File: config.mk
export PLATFORM = sky130hd
export DESIGN_NAME = stall_logic
export DESIGN_NICKNAME = d
export VERILOG_FILES = /design/src/stall_pkg.sv /design/src/stall_logic.sv
export SDC_FILE = /design/constraint.sdc
export NUM_CORES = 1
export LEC_CHECK = 0
export ABC_CLOCK_PERIOD_IN_PS = 2840
export BUFFER_PORTS_ARGS = -buffer_cell sky130_fd_sc_hd__buf_4
export CAP_MARGIN = 0
export CORE_AREA = 2 2 141 143
export CTS_BUF_LIST = sky130_fd_sc_hd__clkbuf_4
export CTS_CLUSTER_DIAMETER = 60
export DETAILED_ROUTE_END_ITERATION = 12
export DIE_AREA = 0 0 143 145
export PLACE_DENSITY = 0.72
export SETUP_SLACK_MARGIN = 0.1
export SYNTH_ARGS = -nofsm -noshare
export SYNTH_HDL_FRONTEND = slang
export SYNTH_SLANG_ARGS = --single-unit
File: constraint.sdc
create_clock -name clk -period 2.84 [get_ports clk]
set_clock_uncertainty 0.1 [all_clocks]
set_input_delay 0.142 -clock clk [delete_from_list [all_inputs] [get_ports clk]]
set_output_delay 0.142 -clock clk [all_outputs]
set_load 0.01 [all_outputs]
File: src/stall_pkg.sv
// package: register map, field positions, timing constants and carrier types
// assumes a 125 MHz clock and an apb master with 32-bit data
package stall_pkg;

	localparam int CLK_MHZ = 125;
	// apb byte offsets
	localparam logic [7:0] CTRL_OFS = 8'h00;
	localparam logic [7:0] CFG_OFS = 8'h04;
	localparam logic [7:0] STAT_OFS = 8'h08;
	localparam logic [7:0] BEMF_OFS = 8'h0c;
	localparam logic [7:0] CUR_OFS = 8'h10;
	// control register fields
	localparam int C_ISEL = 0;
	localparam int C_BOOST = 4;
	localparam int C_EN = 5;
	localparam int C_ADV = 6;
	localparam int C_POL = 7;
	localparam int C_DEB = 8;
	localparam int C_ACT = 10;
	localparam int C_ENH = 11;
	localparam int C_JIT = 12;
	localparam int C_GAIN = 13;
	localparam int C_SLP = 14;
	// configuration register fields
	localparam int F_TMO = 0;
	localparam int F_THR = 8;
	localparam int F_LIM = 16;
	// reset values
	localparam logic [14:0] CTRL_RST = 15'h0000;
	localparam logic [23:0] CFG_RST = 24'hff0000;
	localparam logic [5:0] POS_RST = 6'h08;
	// timing
	localparam int TICK_NS = 20000;
	localparam int TICK_CYC = (TICK_NS * CLK_MHZ) / 1000;
	// fast-step guard gaps in ns, rounded up to whole clock cycles
	localparam int FAST0_NS = 74500;
	localparam int FAST1_NS = 80000;
	localparam int FAST0_CYC = (FAST0_NS * CLK_MHZ + 999) / 1000;
	localparam int FAST1_CYC = (FAST1_NS * CLK_MHZ + 999) / 1000;
	localparam int TMO_UNIT = 4;
	localparam int STALL_HITS = 2;
	localparam logic [5:0] BACK_135 = 6'd24;
	// undervoltage debounce, in pwm periods per selector value
	localparam logic [7:0] DEB_P0 = 8'h01;
	localparam logic [7:0] DEB_P1 = 8'h04;
	localparam logic [7:0] DEB_P2 = 8'h10;
	localparam logic [7:0] DEB_P3 = 8'h40;

	typedef enum logic [1:0] {BR_HIZ, BR_DRIVE, BR_BRAKE} bridge_e;

	typedef struct packed {
		logic psel;
		logic penable;
		logic pwrite;
		logic [7:0] paddr;
		logic [31:0] pwdata;
	} apb_req_s;

	// one back voltage conversion from the analog front end
	typedef struct packed {
		logic valid;
		logic coil;
		logic sign_bad;
		logic [4:0] code;
	} bemf_s;

endpackage

File: src/stall_logic.sv
// stepper driver control: coil current select, undervoltage, back voltage, stall
// assumes pwm/zero-cross/sample strobes come from logic on clk; pins are async
//
// The APB slave port and the register offsets are this design's own decisions.
`timescale 1ns/1ps
`default_nettype none

//////////////////////////////////////////////////////////////////////////////
module stall_logic #(
	parameter int FAST0 = stall_pkg::FAST0_CYC,
	parameter int FAST1 = stall_pkg::FAST1_CYC
)(
	input wire logic clk,
	input wire logic rstn,
	input wire stall_pkg::apb_req_s apb,
	output logic pready,
	output logic pslverr,
	output logic [31:0] prdata,
	input wire logic advance_pin,
	input wire logic rotation_sense_pin,
	input wire logic uv_cmp,
	input wire logic thermal_warn,
	input wire logic pwm_start,
	input wire logic [1:0] zc_active,
	input wire logic [1:0] coil_on,
	input wire stall_pkg::bemf_s sample,
	output logic fault_out_o,
	output logic fault_out_oe,
	output var stall_pkg::bridge_e bridge_mode,
	output logic [10:0] peak_ma,
	output logic [5:0] position,
	output logic step_pulse
);

	// peak current tables in mA
	function automatic logic [10:0] peak_lut(input logic [3:0] s, input logic b);
		logic [10:0] n;
		logic [10:0] h;
		n = 11'd0;
		h = 11'd0;
		case (s)
			4'h0: begin n = 11'd59; h = 11'd81; end
			4'h1: begin n = 11'd71; h = 11'd98; end
			4'h2: begin n = 11'd84; h = 11'd116; end
			4'h3: begin n = 11'd100; h = 11'd138; end
			4'h4: begin n = 11'd119; h = 11'd164; end
			4'h5: begin n = 11'd141; h = 11'd194; end
			4'h6: begin n = 11'd168; h = 11'd231; end
			4'h7: begin n = 11'd200; h = 11'd275; end
			4'h8: begin n = 11'd238; h = 11'd327; end
			4'h9: begin n = 11'd283; h = 11'd389; end
			4'ha: begin n = 11'd336; h = 11'd462; end
			4'hb: begin n = 11'd400; h = 11'd550; end
			4'hc: begin n = 11'd476; h = 11'd655; end
			4'hd: begin n = 11'd566; h = 11'd778; end
			4'he: begin n = 11'd673; h = 11'd925; end
			default: begin n = 11'd800; h = 11'd1100; end
		endcase
		return b ? h : n;
	endfunction

	//////////////////////////////////////////////////////////////////////////
	// pin synchronisers, two flops each
	logic [3:0] pin_m_r;
	logic [3:0] pin_s_r;
	logic adv_d_r;
	always_ff @(posedge clk or negedge rstn)
	begin
		if (!rstn)
		begin
			pin_m_r <= 4'h0;
			pin_s_r <= 4'h0;
			adv_d_r <= 1'b0;
		end
		else
		begin
			pin_m_r <= {thermal_warn, uv_cmp, rotation_sense_pin, advance_pin};
			pin_s_r <= pin_m_r;
			adv_d_r <= pin_s_r[0];
		end
	end
	wire adv_s = pin_s_r[0];
	wire dir_pin = pin_s_r[1];
	wire uv_s = pin_s_r[2];
	wire tw_s = pin_s_r[3];

	//////////////////////////////////////////////////////////////////////////
	// apb decode; zero wait states so pready is constant high
	logic [14:0] ctrl_r;
	logic [23:0] cfg_r;
	wire acc = apb.psel && apb.penable;
	wire wr = acc && apb.pwrite;
	wire rd = acc && !apb.pwrite;
	wire hit_ctrl = apb.paddr == stall_pkg::CTRL_OFS;
	wire hit_cfg = apb.paddr == stall_pkg::CFG_OFS;
	wire hit_stat = apb.paddr == stall_pkg::STAT_OFS;
	wire hit_bemf = apb.paddr == stall_pkg::BEMF_OFS;
	wire hit_cur = apb.paddr == stall_pkg::CUR_OFS;
	wire mapped = hit_ctrl | hit_cfg | hit_stat | hit_bemf | hit_cur;
	wire rd_stat = rd && hit_stat;
	wire rd_bemf = rd && hit_bemf;
	assign pready = 1'b1;
	assign pslverr = acc && !mapped;

	wire sleep = ctrl_r[stall_pkg::C_SLP];
	wire [3:0] thr = cfg_r[stall_pkg::F_THR +: 4];
	wire [7:0] tmo = cfg_r[stall_pkg::F_TMO +: 8];
	wire [7:0] limit = cfg_r[stall_pkg::F_LIM +: 8];

	//////////////////////////////////////////////////////////////////////////
	// step triggers and positioner
	logic uv_flag_r;
	logic blocked_r;
	logic lost_r;
	logic stall_hit;
	logic [5:0] pos_r;
	logic dir_d_r;
	logic toggled_r;
	wire dir_eff = dir_pin ^ ctrl_r[stall_pkg::C_POL];
	wire pin_edge = adv_s && !adv_d_r;
	// pin edge wins a tie; the command bit stays set and steps a cycle later
	wire trig_pin = pin_edge && !sleep;
	wire trig_cmd = ctrl_r[stall_pkg::C_ADV] && !pin_edge && !sleep;
	wire trig = trig_pin | trig_cmd;
	wire do_step = trig && !blocked_r;
	assign step_pulse = do_step;
	assign position = pos_r;
	always_ff @(posedge clk or negedge rstn)
	begin
		if (!rstn)
			pos_r <= stall_pkg::POS_RST;
		else if (stall_hit)
			pos_r <= dir_eff ? pos_r - stall_pkg::BACK_135 : pos_r + stall_pkg::BACK_135;
		else if (do_step)
			pos_r <= dir_eff ? pos_r + 6'd1 : pos_r - 6'd1;
	end

	//////////////////////////////////////////////////////////////////////////
	// control and configuration registers
	wire en_wr_ok = !uv_flag_r;
	wire uv_deb_hit;
	always_ff @(posedge clk or negedge rstn)
	begin
		if (!rstn)
			ctrl_r <= stall_pkg::CTRL_RST;
		else
		begin
			if (wr && hit_ctrl)
			begin
				ctrl_r <= apb.pwdata[14:0];
				ctrl_r[stall_pkg::C_EN] <= apb.pwdata[stall_pkg::C_EN] && en_wr_ok;
			end
			else if (trig_cmd)
				ctrl_r[stall_pkg::C_ADV] <= 1'b0;
			if (tw_s)
				ctrl_r[stall_pkg::C_BOOST] <= 1'b0;
			if (uv_deb_hit)
				ctrl_r[stall_pkg::C_EN] <= 1'b0;
		end
	end
	always_ff @(posedge clk or negedge rstn)
	begin
		if (!rstn)
			cfg_r <= stall_pkg::CFG_RST;
		else if (wr && hit_cfg)
			cfg_r <= apb.pwdata[23:0];
	end

	//////////////////////////////////////////////////////////////////////////
	// coil current target, updated only at a pwm period boundary
	logic [10:0] peak_r;
	wire boost_on = ctrl_r[stall_pkg::C_BOOST] && !tw_s;
	always_ff @(posedge clk or negedge rstn)
	begin
		if (!rstn)
			peak_r <= 11'd0;
		else if (pwm_start)
			peak_r <= peak_lut(ctrl_r[stall_pkg::C_ISEL +: 4], boost_on);
	end
	assign peak_ma = peak_r;

	//////////////////////////////////////////////////////////////////////////
	// undervoltage debounce counted in pwm periods
	logic [7:0] deb_r;
	logic uvw_r;
	wire [1:0] dsel = ctrl_r[stall_pkg::C_DEB +: 2];
	wire [7:0] deb_lim = dsel == 2'd0 ? stall_pkg::DEB_P0 : dsel == 2'd1 ? stall_pkg::DEB_P1 :
		dsel == 2'd2 ? stall_pkg::DEB_P2 : stall_pkg::DEB_P3;
	assign uv_deb_hit = uv_s && pwm_start && deb_r >= deb_lim;
	always_ff @(posedge clk or negedge rstn)
	begin
		if (!rstn)
			deb_r <= 8'h00;
		else if (!uv_s)
			deb_r <= 8'h00;
		else if (pwm_start && deb_r != 8'hff)
			deb_r <= deb_r + 8'h01;
	end
	// status flags: set wins; a read clears only the bits it reported, so a
	// flag raised after the setup-phase capture is not lost
	always_ff @(posedge clk or negedge rstn)
	begin
		if (!rstn)
		begin
			uvw_r <= 1'b0;
			uv_flag_r <= 1'b0;
			lost_r <= 1'b0;
		end
		else
		begin
			uvw_r <= uv_s | (uvw_r & !(rd_stat && prdata[0]));
			uv_flag_r <= uv_deb_hit | (uv_flag_r & !(rd_stat && prdata[1] && !uv_s));
			lost_r <= (trig && uv_s) | (lost_r & !(rd_stat && prdata[2]));
		end
	end
	// undervoltage reaction after sleep, ahead of enable: the flag clears drive enable, brake must survive that
	assign bridge_mode = sleep ? stall_pkg::BR_HIZ :
		uv_flag_r ? (ctrl_r[stall_pkg::C_ACT] ? stall_pkg::BR_BRAKE : stall_pkg::BR_HIZ) :
		ctrl_r[stall_pkg::C_EN] ? stall_pkg::BR_DRIVE : stall_pkg::BR_HIZ;

	//////////////////////////////////////////////////////////////////////////
	// step interval in 20 us ticks, and fast-step guard
	logic [11:0] tick_r;
	logic [7:0] ivl_cnt_r;
	logic [7:0] ivl_r;
	logic [13:0] gap_r;
	wire tick = tick_r == 12'(stall_pkg::TICK_CYC - 1);
	wire [13:0] fast_lim = ctrl_r[stall_pkg::C_JIT] ? 14'(FAST1) : 14'(FAST0);
	always_ff @(posedge clk or negedge rstn)
	begin
		if (!rstn)
		begin
			tick_r <= 12'h000;
			ivl_cnt_r <= 8'h00;
			ivl_r <= 8'hff;
			gap_r <= 14'h0000;
		end
		else
		begin
			tick_r <= (tick || do_step) ? 12'h000 : tick_r + 12'h001;
			if (do_step)
			begin
				ivl_r <= ivl_cnt_r;
				ivl_cnt_r <= 8'h00;
				gap_r <= 14'h0000;
			end
			else
			begin
				if (tick && ivl_cnt_r != 8'hff)
					ivl_cnt_r <= ivl_cnt_r + 8'h01;
				if (gap_r != 14'h3fff)
					gap_r <= gap_r + 14'h0001;
			end
		end
	end
	wire slow_ok = ivl_r <= limit;
	// gap held from the previous step pair; a fast pair blocks detection
	logic fast_r;
	always_ff @(posedge clk or negedge rstn)
	begin
		if (!rstn)
			fast_r <= 1'b0;
		else if (do_step)
			fast_r <= gap_r < fast_lim;
	end

	//////////////////////////////////////////////////////////////////////////
	// back voltage sampling and publication
	logic [1:0] zc_d_r;
	logic [4:0] last_r;
	logic last_sgn_r;
	logic last_coil_r;
	logic have_r;
	logic [4:0] code_r;
	logic sgn_r;
	logic coil_r;
	logic ready_r;
	logic [9:0] tmo_r;
	logic tmo_done_r;
	wire zc_any = |zc_active;
	wire zc_end = |(zc_d_r & ~zc_active);
	// drop samples while the other coil's switches are on
	wire keep = sample.valid && zc_active[sample.coil] && !coil_on[!sample.coil] && slow_ok;
	wire tmo_fire = zc_any && tmo != 8'h00 && !tmo_done_r && pwm_start &&
		tmo_r + 10'd1 >= {tmo, 2'b00};
	wire eval = (zc_end || tmo_fire) && have_r;
	wire publish = ctrl_r[stall_pkg::C_ENH] ? keep : eval;
	always_ff @(posedge clk or negedge rstn)
	begin
		if (!rstn)
		begin
			zc_d_r <= 2'b00;
			tmo_r <= 10'h000;
			tmo_done_r <= 1'b0;
		end
		else
		begin
			zc_d_r <= zc_active;
			if (!zc_any || zc_end)
			begin
				tmo_r <= 10'h000;
				tmo_done_r <= 1'b0;
			end
			else if (pwm_start)
			begin
				tmo_r <= tmo_r + 10'd1;
				tmo_done_r <= tmo_done_r | tmo_fire;
			end
		end
	end
	always_ff @(posedge clk or negedge rstn)
	begin
		if (!rstn)
		begin
			last_r <= 5'h00;
			last_sgn_r <= 1'b0;
			last_coil_r <= 1'b0;
			have_r <= 1'b0;
		end
		else if (keep)
		begin
			last_r <= sample.code;
			last_sgn_r <= sample.sign_bad;
			last_coil_r <= sample.coil;
			have_r <= 1'b1;
		end
		else if (eval)
			have_r <= 1'b0;
	end
	always_ff @(posedge clk or negedge rstn)
	begin
		if (!rstn)
		begin
			code_r <= 5'h00;
			sgn_r <= 1'b0;
			coil_r <= 1'b0;
		end
		else if (publish)
		begin
			code_r <= ctrl_r[stall_pkg::C_ENH] ? sample.code : last_r;
			sgn_r <= ctrl_r[stall_pkg::C_ENH] ? sample.sign_bad : last_sgn_r;
			coil_r <= ctrl_r[stall_pkg::C_ENH] ? sample.coil : last_coil_r;
		end
	end
	always_ff @(posedge clk or negedge rstn)
	begin
		if (!rstn)
			ready_r <= 1'b0;
		else
			ready_r <= publish | (ready_r & !(rd_bemf && prdata[7]));
	end

	//////////////////////////////////////////////////////////////////////////
	// stall detection on the last sample of each crossing
	logic [1:0] hits_r;
	wire low = last_r[4:1] < thr;
	wire armed = thr != 4'h0 && slow_ok && !fast_r && !blocked_r;
	assign stall_hit = eval && armed && low && hits_r == 2'(stall_pkg::STALL_HITS - 1);
	always_ff @(posedge clk or negedge rstn)
	begin
		if (!rstn)
			hits_r <= 2'd0;
		else if (eval)
			hits_r <= (armed && low && !stall_hit) ? hits_r + 2'd1 : 2'd0;
	end
	// a direction change must be seen before the status read frees the rotor
	always_ff @(posedge clk or negedge rstn)
	begin
		if (!rstn)
		begin
			blocked_r <= 1'b0;
			toggled_r <= 1'b0;
			dir_d_r <= 1'b0;
		end
		else
		begin
			dir_d_r <= dir_eff;
			if (stall_hit)
			begin
				blocked_r <= 1'b1;
				toggled_r <= 1'b0;
			end
			else
			begin
				if (blocked_r && dir_eff != dir_d_r)
					toggled_r <= 1'b1;
				if (rd_stat && toggled_r && prdata[3])
					blocked_r <= 1'b0;
			end
		end
	end

	//////////////////////////////////////////////////////////////////////////
	// fault pin, open drain, released in sleep
	wire fault = (uv_flag_r | blocked_r | tw_s) && !sleep;
	assign fault_out_o = 1'b0;
	assign fault_out_oe = fault;

	//////////////////////////////////////////////////////////////////////////
	// read data captured in the setup phase
	wire [31:0] rmux = hit_ctrl ? {17'h0, ctrl_r} :
		hit_cfg ? {8'h0, cfg_r} :
		hit_stat ? {26'h0, boost_on, tw_s, blocked_r, lost_r, uv_flag_r, uvw_r} :
		hit_bemf ? {9'h0, dir_eff, pos_r, ivl_r, ready_r, coil_r, sgn_r, code_r} :
		hit_cur ? {20'h0, boost_on, peak_r} : 32'h0;
	always_ff @(posedge clk or negedge rstn)
	begin
		if (!rstn)
			prdata <= 32'h0;
		else if (apb.psel && !apb.penable)
			prdata <= rmux;
	end

endmodule

`default_nettype wire

==> results.cfg, run 1 <==
[status]
outcome = finished, violations left
violations = negative setup slack

[global_route]
gr-total-overflow = 0
grt_pass1_vias = 7432
antenna_found_initial = 1
grt_usage_pct = 23.5
grt_pass1_wl_um = 38500
grt_max_degree = 64

[yosys]
synth_simple_gate_area_share_pct = 16.7
synth-edff-count = 0
synth-seq-cells = 177
yosys_warnings = 0
synth_ff_type = dfrtp_1
synthCells = 995
ys_seq_area_share_pct = 47.0
muxShareOfSynthArea_pct = 4.24
yosys.area_share.xor_xnor_pct = 5.27
async_flop_share_pct = 100
synth_cell_type_count = 75
synth_area_mm2 = 0.00946
avgSynthCellArea_um2 = 9.51
synth-compound-area-share_pct = 15.5
synth_top_family_by_area = simple AND/OR/NAND/NOR gates
synth_adder_area_share_pct = 6.24

[cts]
root_buffer = clkbuf_4
numCtsBuffers = 17
cts_tree = yes
clock-sinks = 177
h-tree-depth = 4
clock_path_buffers = 2
path_clk_slew_ps = 140
worstSkewPairLatency_ps = 590

[critical_path]
critPathLaunchType = register
worstRegToRegCells = 15
reg2reg_slack_ps = -20
crit_path_max_fanout = 6
r2r_end = position[5]
arrival_ps = 3240
worstPathRequired_ps = 3220
critPathKind = reg2reg
critPathCaptureType = register
regToRegStartpoint = tmo_r[0]

[layout]
final_cell_area_mm2 = 0.0116
nets = 1263
areaGrowthSynthToFinish_pct = 22.7
n_fill_cell = 1632
drive_gt1_share_pct = 22.6

[timing]
grt_setup_unrepaired = true
finalSetupViolCount = 4
worst_pin_slew_ps = 1050
slew_headroom_pct = 29.1
max_freq_ghz = 0.350
fin_crit_sh_pct = 101
min_period_ps = 2860
hold_viol_final = 0
setup_slack_ps = -17.8
final_max_slew_viol_count = 0

[placement]
io_buffers = 99
place_ws_ps = -90.0
place_area_mm2 = 0.0107
post-dp-hpwl_um = 17300
place_congestion = 0.908

[pwr]
worst_ir_drop_vdd_mv = 0.261
finalPower_mw = 5.38
p_per_area_mw_per_mm2 = 464
cellLeakagePower_nw = 5.37

[route]
wl_per_cell_um = 16.6
drt_pass1_iterations = 5
viasPerCell = 5.48
ant_nets = 0
highest_layer = met4
remaining_drc_errors = 0
m1WireLength_um = 11100
drt_iter0_markers = 662
vias = 7854
dr_wl_met3_um = 1480
route.met2.wl_um = 10600
wl_um = 23800

[die]
dieArea_mm2 = 0.0207
die_h_um = 145
initial_utilization_pct = 49.3
fp-row-count = 51
core_mm2 = 0.0192
ios = 118
die_x_um = 143

[worst_hold_path]
min_to = ready_r
hold-path-cell-count = 5
holdCritStartpoint = apb[42]
holdCritPathClass = in2reg

[job]
cap_violations = 0
[how the worst max path moves through the flow]
stage / startpoint / endpoint / slack, ps / depth (start not counted)
floorplan: tmo_r[2] / code_r[1] / 110 / 14
global placement: tmo_r[1] / code_r[0] / -50 / 13
detailed placement: tmo_r[0] / coil_r / -90 / 13
CTS: tmo_r[1] / position[5] / -100 / 15
global route: tmo_r[1] / position[5] / -170 / 15
finish: tmo_r[0] / position[5] / -20 / 15
[sequential cells by signal, indices dropped and copies added (netlist names), 6 cells and up]
name       count
ivl_cnt_r      8
gap_r         14
ivl_r          8
position       6
ctrl_r        15
tmo_r         10
deb_r          8
tick_r        12
prdata        24
peak_ma       11
cfg_r         24
[Yosys cell counts, drive strengths merged, types with 2 or more instances]
cell type | number | area (um2)
a2111oi | 2 | 36.3
a211oi | 13 | 97.6
a21boi | 7 | 56.3
a21o | 3 | 22.5
a21oi | 57 | 285
a221oi | 5 | 43.8
a222oi | 3 | 30.0
a22oi | 8 | 60.1
a31oi | 9 | 68.8
and2 | 2 | 12.5
and3 | 19 | 119
and4 | 3 | 26.3
buf | 22 | 156
clkbuf | 35 | 131
conb | 2 | 7.51
dfrtp | 160 | 4000
dfstp | 17 | 447
fa | 2 | 40.0
ha | 44 | 551
inv | 48 | 180
mux2 | 23 | 259
mux2i | 12 | 120
nand2 | 134 | 503
nand2b | 5 | 31.3
nand3 | 26 | 135
nand4 | 15 | 93.8
nor2 | 91 | 344
nor2b | 8 | 50.1
nor3 | 16 | 85.1
nor4 | 8 | 75.1
o211a | 2 | 20.0
o211ai | 13 | 103
o21a | 3 | 22.5
o21ai | 81 | 409
o22ai | 4 | 38.8
o311a | 2 | 20.0
o311ai | 5 | 43.8
o31a | 3 | 26.3
or3 | 9 | 56.3
xnor2 | 14 | 123
xor2 | 43 | 377
[layer usage]
layer	track usage [%]	vias up
li1	-	3790
met5	0	-
met1	35.2	3770
met2	34.4	253
met3	4.65	41
met4	7.18	0
[cells by family (layout without fill, tap and decap cells)]
| logic type | Yosys count | in the layout |
|---|---|---|
| flops | 177 | 177 |
| compound gates | 229 | 229 |
| mux | 36 | 36 |
| buf+inv | 106 | 270 |
| xor+xnor | 57 | 57 |
| fa+ha+maj | 46 | 46 |
| other cells | 2 | 11 |
| simple gates | 342 | 342 |
[cell type report]
type / count / area [um2] / area share (%)
antenna: 1 / 2.50 / 0.0216
clock buffer: 19 / 143 / 1.23
clock inverter: 12 / 110 / 0.948
inverter: 49 / 184 / 1.58
multi-input combinational: 720 / 4750 / 40.9
sequential: 177 / 4450 / 38.3
tap: 265 / 332 / 2.86
timing repair buffer: 190 / 1640 / 14.1
[what timing repair did]
item,CTS,global route
resized for setup,14,13
hold buffers,45,0
setup buffers,4,5
setup endpoints to repair,16,18
endpoints found under the hold margin,240,0
pin swaps,15,20
[per-stage QoR]
step / cells / setup TNS [ps] / hold WS, ps / util (%)
after CTS: 1427 / -414 / 13.3 / 59.9
after detailed placement: 1347 / -416 / 51.7 / 55.7
after global placement: 1347 / -195 / 47.2 / 55.7
after global routing: 1433 / -1760 / 52.1 / 60.5
after floorplan: 1003 / 0 / -254 / -
final: 1433 / -23.2 / 50.2 / 60.5
[report_power, final]
| group | total, mW | switching [mW] | internal [mW] |
|---|---|---|---|
| clock | 1.33 | 0.876 | 0.451 |
| sequential | 2.95 | 0.235 | 2.72 |
| combinational | 1.10 | 0.562 | 0.543 |
[critical path, cell delays in order (launching register included)]
cell      delay, ps
dfrtp_1         400
and3_4          190
and3_4          170
and3_4          200
nand3_4          80
xnor2_2         170
ha_4            300
and3_1          150
o211ai_1         90
buf_4           160
o22ai_4         120
buf_12          160
buf_6           100
a32o_2          150
o211ai_2         80
xor2_1          150
[cell usage in the layout, fill, tap and decap left out, types with 7 or more instances in the layout]
master         instances
dfrtp_1              160
nand2_1              134
buf_4                134
nor2_1                87
o21ai_0               79
a21oi_1               54
inv_1                 45
dlygate4sd3_1         44
xor2_1                42
ha_1                  40
nand3_1               23
mux2_2                22
clkbuf_4              19
dfstp_2               17
nand4_1               15
nor3_1                15
and3_1                14
xnor2_1               13
o211ai_1              12
mux2i_1               12
conb_1                10
or3_1                  9
a22oi_1                8
nor2b_1                7
a31oi_1                7
a211oi_2               7
(Power assumes the default switching activity.)
==> inputs of run 2 (changes only) <==
==> constraint.sdc (replaced) <==
create_clock -name clk -period 2.84 [get_ports clk]
set_clock_uncertainty 0.1 [all_clocks]
set_input_delay 0.284 -clock clk [delete_from_list [all_inputs] [get_ports clk]]
set_output_delay 0.284 -clock clk [all_outputs]
set_load 0.01 [all_outputs]
==> run 2 against run 1 <==
  * The run still ends with negative setup slack left
  * Final cell count decreased by 0.84%
  * Flip-flop and latch count unchanged
  * Clock power increased by 5%
  * Sequential share of layout area increased by 0.42 points
  * Fmax decreased by 2.7%
  * Global-route usage decreased by 0.081 points
  * Die area unchanged
  * Non-clock buffer count decreased by 13
  * Critical path depth decreased by 1
  * Clock-buffer cell count unchanged
  * Critical path type unchanged
  * Critical endpoint unchanged
  * Highest routed layer unchanged
==> results.cfg, run 2 (same netlist as run 1, synthesis figures left out) <==
[status]
outcome = finished, violations left
violations = negative setup slack

[cts]
worstSkewPairLatency_ps = 590
path_clk_slew_ps = 150
root_buffer = clkbuf_4
h-tree-depth = 4
cts_tree = yes
clock-sinks = 177
numCtsBuffers = 17
clock_path_buffers = 2

[route]
wl_per_cell_um = 16.5
viasPerCell = 5.46
ant_nets = 0
remaining_drc_errors = 0
drt_iter0_markers = 614
wl_um = 23400
drt_pass1_iterations = 5
vias = 7753

[timing]
whs_ps = 46.1
max_freq_ghz = 0.340
final_max_slew_viol_count = 0
grt_setup_unrepaired = true
slew_headroom_pct = 50.6
worst_pin_slew_ps = 741
finalSetupViolCount = 13
hold_viol_final = 0
fin_crit_sh_pct = 103
setup_slack_ps = -97.2
min_period_ps = 2940

[die]
die_h_um = 145
initial_utilization_pct = 49.3
dieArea_mm2 = 0.0207
ios = 118
die_x_um = 143
fp-row-count = 51
core_mm2 = 0.0192

[worst_hold_path]
holdCritPathClass = in2reg

[layout]
areaGrowthSynthToFinish_pct = 21.4
drive_gt1_share_pct = 22.2
reg_top3 = cfg_r: 24 flops, prdata: 24 flops, ctrl_r: 15 flops
nets = 1250
mostFrequentLayoutCells = dfrtp_1 (160), nand2_1 (133), buf_4 (129)
final_common_cell = dfrtp_1

[global_route]
grt_pass1_vias = 7480
gr-total-overflow = 0
antenna_found_initial = 1
grt_max_degree = 62
grt_usage_pct = 23.4
grt_pass1_wl_um = 38600

[pwr]
worst_ir_drop_vdd_mv = 0.262
cellLeakagePower_nw = 5.31
p_per_area_mw_per_mm2 = 473

[placement]
post-dp-hpwl_um = 17200
place_congestion = 0.906
place_ws_ps = -147
io_buffers = 99

[critical_path]
worstPathRequired_ps = 3210
arrival_ps = 3310
critPathLaunchType = register
critPathKind = reg2reg
critPathCaptureType = register
crit_path_max_fanout = 4

[job]
cap_violations = 0
==> run 2: cell types whose count changed in the layout (fill, tap and decap cells not counted), sizes merged <==
cell	previous run	this run
dlygate4sd3	44	39
buf	146	138
inv	50	54
clkinv	8	4
clkinvlp	2	3
==> run 2: report_power, final <==
group | switching [mW] | total, mW | leakage (nW) | internal, mW
clock network | 0.922 | 1.39 | 0.143 | 0.471
logic | 0.556 | 1.09 | 2.96 | 0.531
registers | 0.238 | 2.95 | 2.20 | 2.72
==> run 2: routing by layer <==
| metal | wire length [um] | share of wire, % | global-route usage, % |
|---|---|---|---|
| met1 | 11100 | 47 | 34.9 |
| met2 | 10700 | 46 | 35.5 |
| met3 | 1190 | 5.1 | 3.23 |
| met4 | 470 | 2.0 | 6.98 |
| met5 | 0 | 0 | 0 |
==> run 2: area by class of cell <==
type / instances / area (um2)
inverter: 49 / 184
tap: 265 / 332
fill: 1615 / 7720
clock buffer: 19 / 143
multi-input combinational: 720 / 4730
timing repair buffer: 177 / 1510
antenna: 1 / 2.50
clock inverter: 13 / 126
sequential: 177 / 4450
==> run 2: worst paths after layout <==
path                       slack, ps  startpoint          end  cells past startpoint
setup / recovery                -100    tmo_r[0]  position[5]                     14
hold / removal                    50     apb[35]   prdata[22]                      3
setup reg to reg                -100    tmo_r[0]  position[5]                     14
hold reg to reg                  270  pin_m_r[3]   pin_s_r[3]                      0
max in group asynchronous       1750        rstn     ivl_r[6]                      3
min in group asynchronous        110        rstn     cfg_r[6]                      2
==> run 2: timing repair <==
action | 4_1_cts | 5_1_grt
setup buffers | 8 | 0
endpoints found under the setup margin | 17 | 20
pin swaps | 8 | 6
hold buffers | 39 | 0
resized for setup | 4 | 14
endpoints found under the hold margin | 116 | 0
==> run 2: worst max-delay path, cell delays in order (launching register included) <==
cell      delay (ps)
dfrtp_1          420
and3_4           190
and3_4           170
and3_4           190
buf_4            140
xor2_1           130
ha_1             300
and3_4           180
o211ai_1          80
buf_4            160
o22ai_4          200
buf_12           160
a32o_1           160
o211ai_2          90
xor2_1           170
==> run 2: metrics by stage <==
| step | instance area [um2] | TNS, ps | util [%] | cells | total power [mW] |
|---|---|---|---|---|---|
| floorplan | 9570 | 0 | - | 1003 | 3.56 |
| global placement | 10700 | -48.3 | 55.5 | 1341 | 3.96 |
| detailed placement | 10700 | -1160 | 55.5 | 1341 | 3.99 |
| CTS | 11400 | -347 | 59.5 | 1420 | 5.45 |
| global route | 11500 | -2250 | 59.8 | 1421 | 5.72 |
| finish | 11500 | -334 | 59.8 | 1421 | 5.43 |
==> inputs of run 3 (changes only) <==
--- a/config.mk
+++ b/config.mk
@@ -9,11 +9,12 @@
 export BUFFER_PORTS_ARGS = -buffer_cell sky130_fd_sc_hd__buf_4
 export CAP_MARGIN = 0
 export CORE_AREA = 2 2 141 143
-export CTS_BUF_LIST = sky130_fd_sc_hd__clkbuf_4
+export CTS_BUF_LIST = sky130_fd_sc_hd__clkbuf_4 sky130_fd_sc_hd__clkbuf_8 sky130_fd_sc_hd__clkbuf_16
 export CTS_CLUSTER_DIAMETER = 60
 export DETAILED_ROUTE_END_ITERATION = 12
 export DIE_AREA = 0 0 143 145
 export PLACE_DENSITY = 0.72
+export REMOVE_ABC_BUFFERS = 1
 export SETUP_SLACK_MARGIN = 0.1
 export SYNTH_ARGS = -nofsm -noshare
 export SYNTH_HDL_FRONTEND = slang
==> run 3 against run 2 <==
  * The flow still finishes with violations (negative setup slack)
  * Clock-buffer cell count rose by 1
  * Highest routed layer unchanged
  * Total power rose by 15%
  * Sequential power barely moved
  * Flip-flop and latch count did not move
  * Critical path depth fell by 1
  * Wire length rose by 2.8%
==> results.cfg, run 3 (same netlist as run 1, synthesis figures left out) <==
[cts]
h-tree-depth = 4
path_clk_slew_ps = 70
clock-sinks = 177
worstSkewPairLatency_ps = 430
cts_tree = yes
numCtsBuffers = 17
clock_path_buffers = 2
root_buffer = clkbuf_16

[global_route]
antenna_found_initial = 1
grt_pass1_vias = 7583
grt_max_degree = 61
grt_pass1_wl_um = 38700
gr-total-overflow = 0
grt_usage_pct = 23.7

[timing]
min_period_ps = 2930
whs_ps = 16.8
fin_crit_sh_pct = 103
hold_viol_final = 0
max_freq_ghz = 0.342
setup_slack_ps = -87.6
slew_headroom_pct = 54.3
setup_tns_ps = -198
finalSetupViolCount = 9
final_max_slew_viol_count = 0
worst_pin_slew_ps = 681
grt_setup_unrepaired = true

[pwr]
p_seq_share_pct = 47.0
p_per_area_mw_per_mm2 = 533
p_sw_share_pct = 28.5
p_int_mw = 4.48
cellLeakagePower_nw = 5.44
worst_ir_drop_vdd_mv = 0.461
clkPwrFrac_pct = 36.1
finalPower_mw = 6.26
p_sw_mw = 1.78
pwr-share-comb_pct = 16.9

[layout]
areaGrowthSynthToFinish_pct = 24.0
n_antenna_cell = 0
reg_top3 = cfg_r: 24 flops, prdata: 24 flops, ctrl_r: 15 flops
drive_gt1_share_pct = 22.4
final_util_pct = 61.1
final_cell_area_mm2 = 0.0117
nets = 1251
layout.cells.non_filler = 1421
mostFrequentLayoutCells = dfrtp_1 (160), buf_4 (136), nand2_1 (132)
final_common_cell = dfrtp_1

[die]
die_h_um = 145
fp-row-count = 51
dieArea_mm2 = 0.0207
die_x_um = 143
initial_utilization_pct = 49.3
core_mm2 = 0.0192
ios = 118

[route]
wl_um = 24100
viasPerCell = 5.48
remaining_drc_errors = 0
vias = 7791
drt_pass1_iterations = 5
ant_nets = 0
drt_iter0_markers = 667
wl_per_cell_um = 16.9

[placement]
dp_cells = 1351
io_buffers = 99
place_congestion = 0.904
place_area_mm2 = 0.0106
post-dp-hpwl_um = 17400
place_ws_ps = -161

[job]
cap_violations = 0

[status]
outcome = finished, violations left
violations = negative setup slack

[worst_hold_path]
holdCritPathClass = in2reg

[critical_path]
crit_path_max_fanout = 7
critPathKind = reg2reg
worstPathRequired_ps = 3050
critPathCaptureType = register
arrival_ps = 3140
critPathLaunchType = register
[run 3: cell count changes in the layout (fill, tap and decap cells not counted), sizes merged]
cell | previous run | this run
clkinv | 4 | 5
dlygate4sd3 | 39 | 30
clkbuf | 19 | 20
buf | 138 | 148
diode | 1 | 0
inv | 54 | 50
clkinvlp | 3 | 5
[run 3: path summary, 6_finish.rpt]
kind | start | cells past startpoint | to | slack (ps)
worst max-delay path | tmo_r[1] | 13 | ready_r | -90
worst min-delay path | sample[5] | 2 | last_sgn_r | 20
worst max register to register | tmo_r[1] | 13 | ready_r | -90
worst min register to register | pin_m_r[1] | 0 | pin_s_r[1] | 250
max in group asynchronous | rstn | 3 | gap_r[2] | 1530
min in group asynchronous | rstn | 2 | tmo_r[1] | 290
[run 3: what timing repair did]
item,CTS,global route
hold buffers,29,1
setup buffers,5,3
endpoints found under the hold margin,84,1
pin swaps,15,15
endpoints found under the setup margin,18,18
gates resized for setup,21,13
[run 3: power groups by stage]
stage               sequential (mW)  combinational [mW]  clock [mW]
detailed placement             2.98               0.990           0
global placement               2.98               0.951           0
floorplan                      2.94               0.565           0
CTS                            2.94                1.05        2.30
finish                         2.94                1.06        2.26
global route                   2.97                1.18        2.40
[run 3: cell type report]
cell class	instances	area, um2
Clock buffer	20	454
Fill cell	1612	7470
Inverter	49	184
Clock inverter	12	109
Timing Repair Buffer	178	1500
Multi-Input combinational cell	720	4720
Sequential cell	177	4450
Tap cell	265	332
[run 3: routing by layer]
layer,up-vias,GRT usage [%],part of all wire [%]
met5,-,0,0
met3,49,4.85,5.3
met4,0,7.48,2.6
met1,3751,33.0,44
li1,3757,-,-
met2,234,37.3,48
[run 3: critical path, stage by stage (launching register included)]
cell and delay, ps:
dfrtp_1 380, ha_2 190, and3_4 190, and3_4 210, nand3_4 80, xnor2_2 150
ha_1 310, and3_1 200, o211ai_1 170, o22ai_4 140, buf_12 160, buf_8 130
nor2b_1 120, a221o_1 280
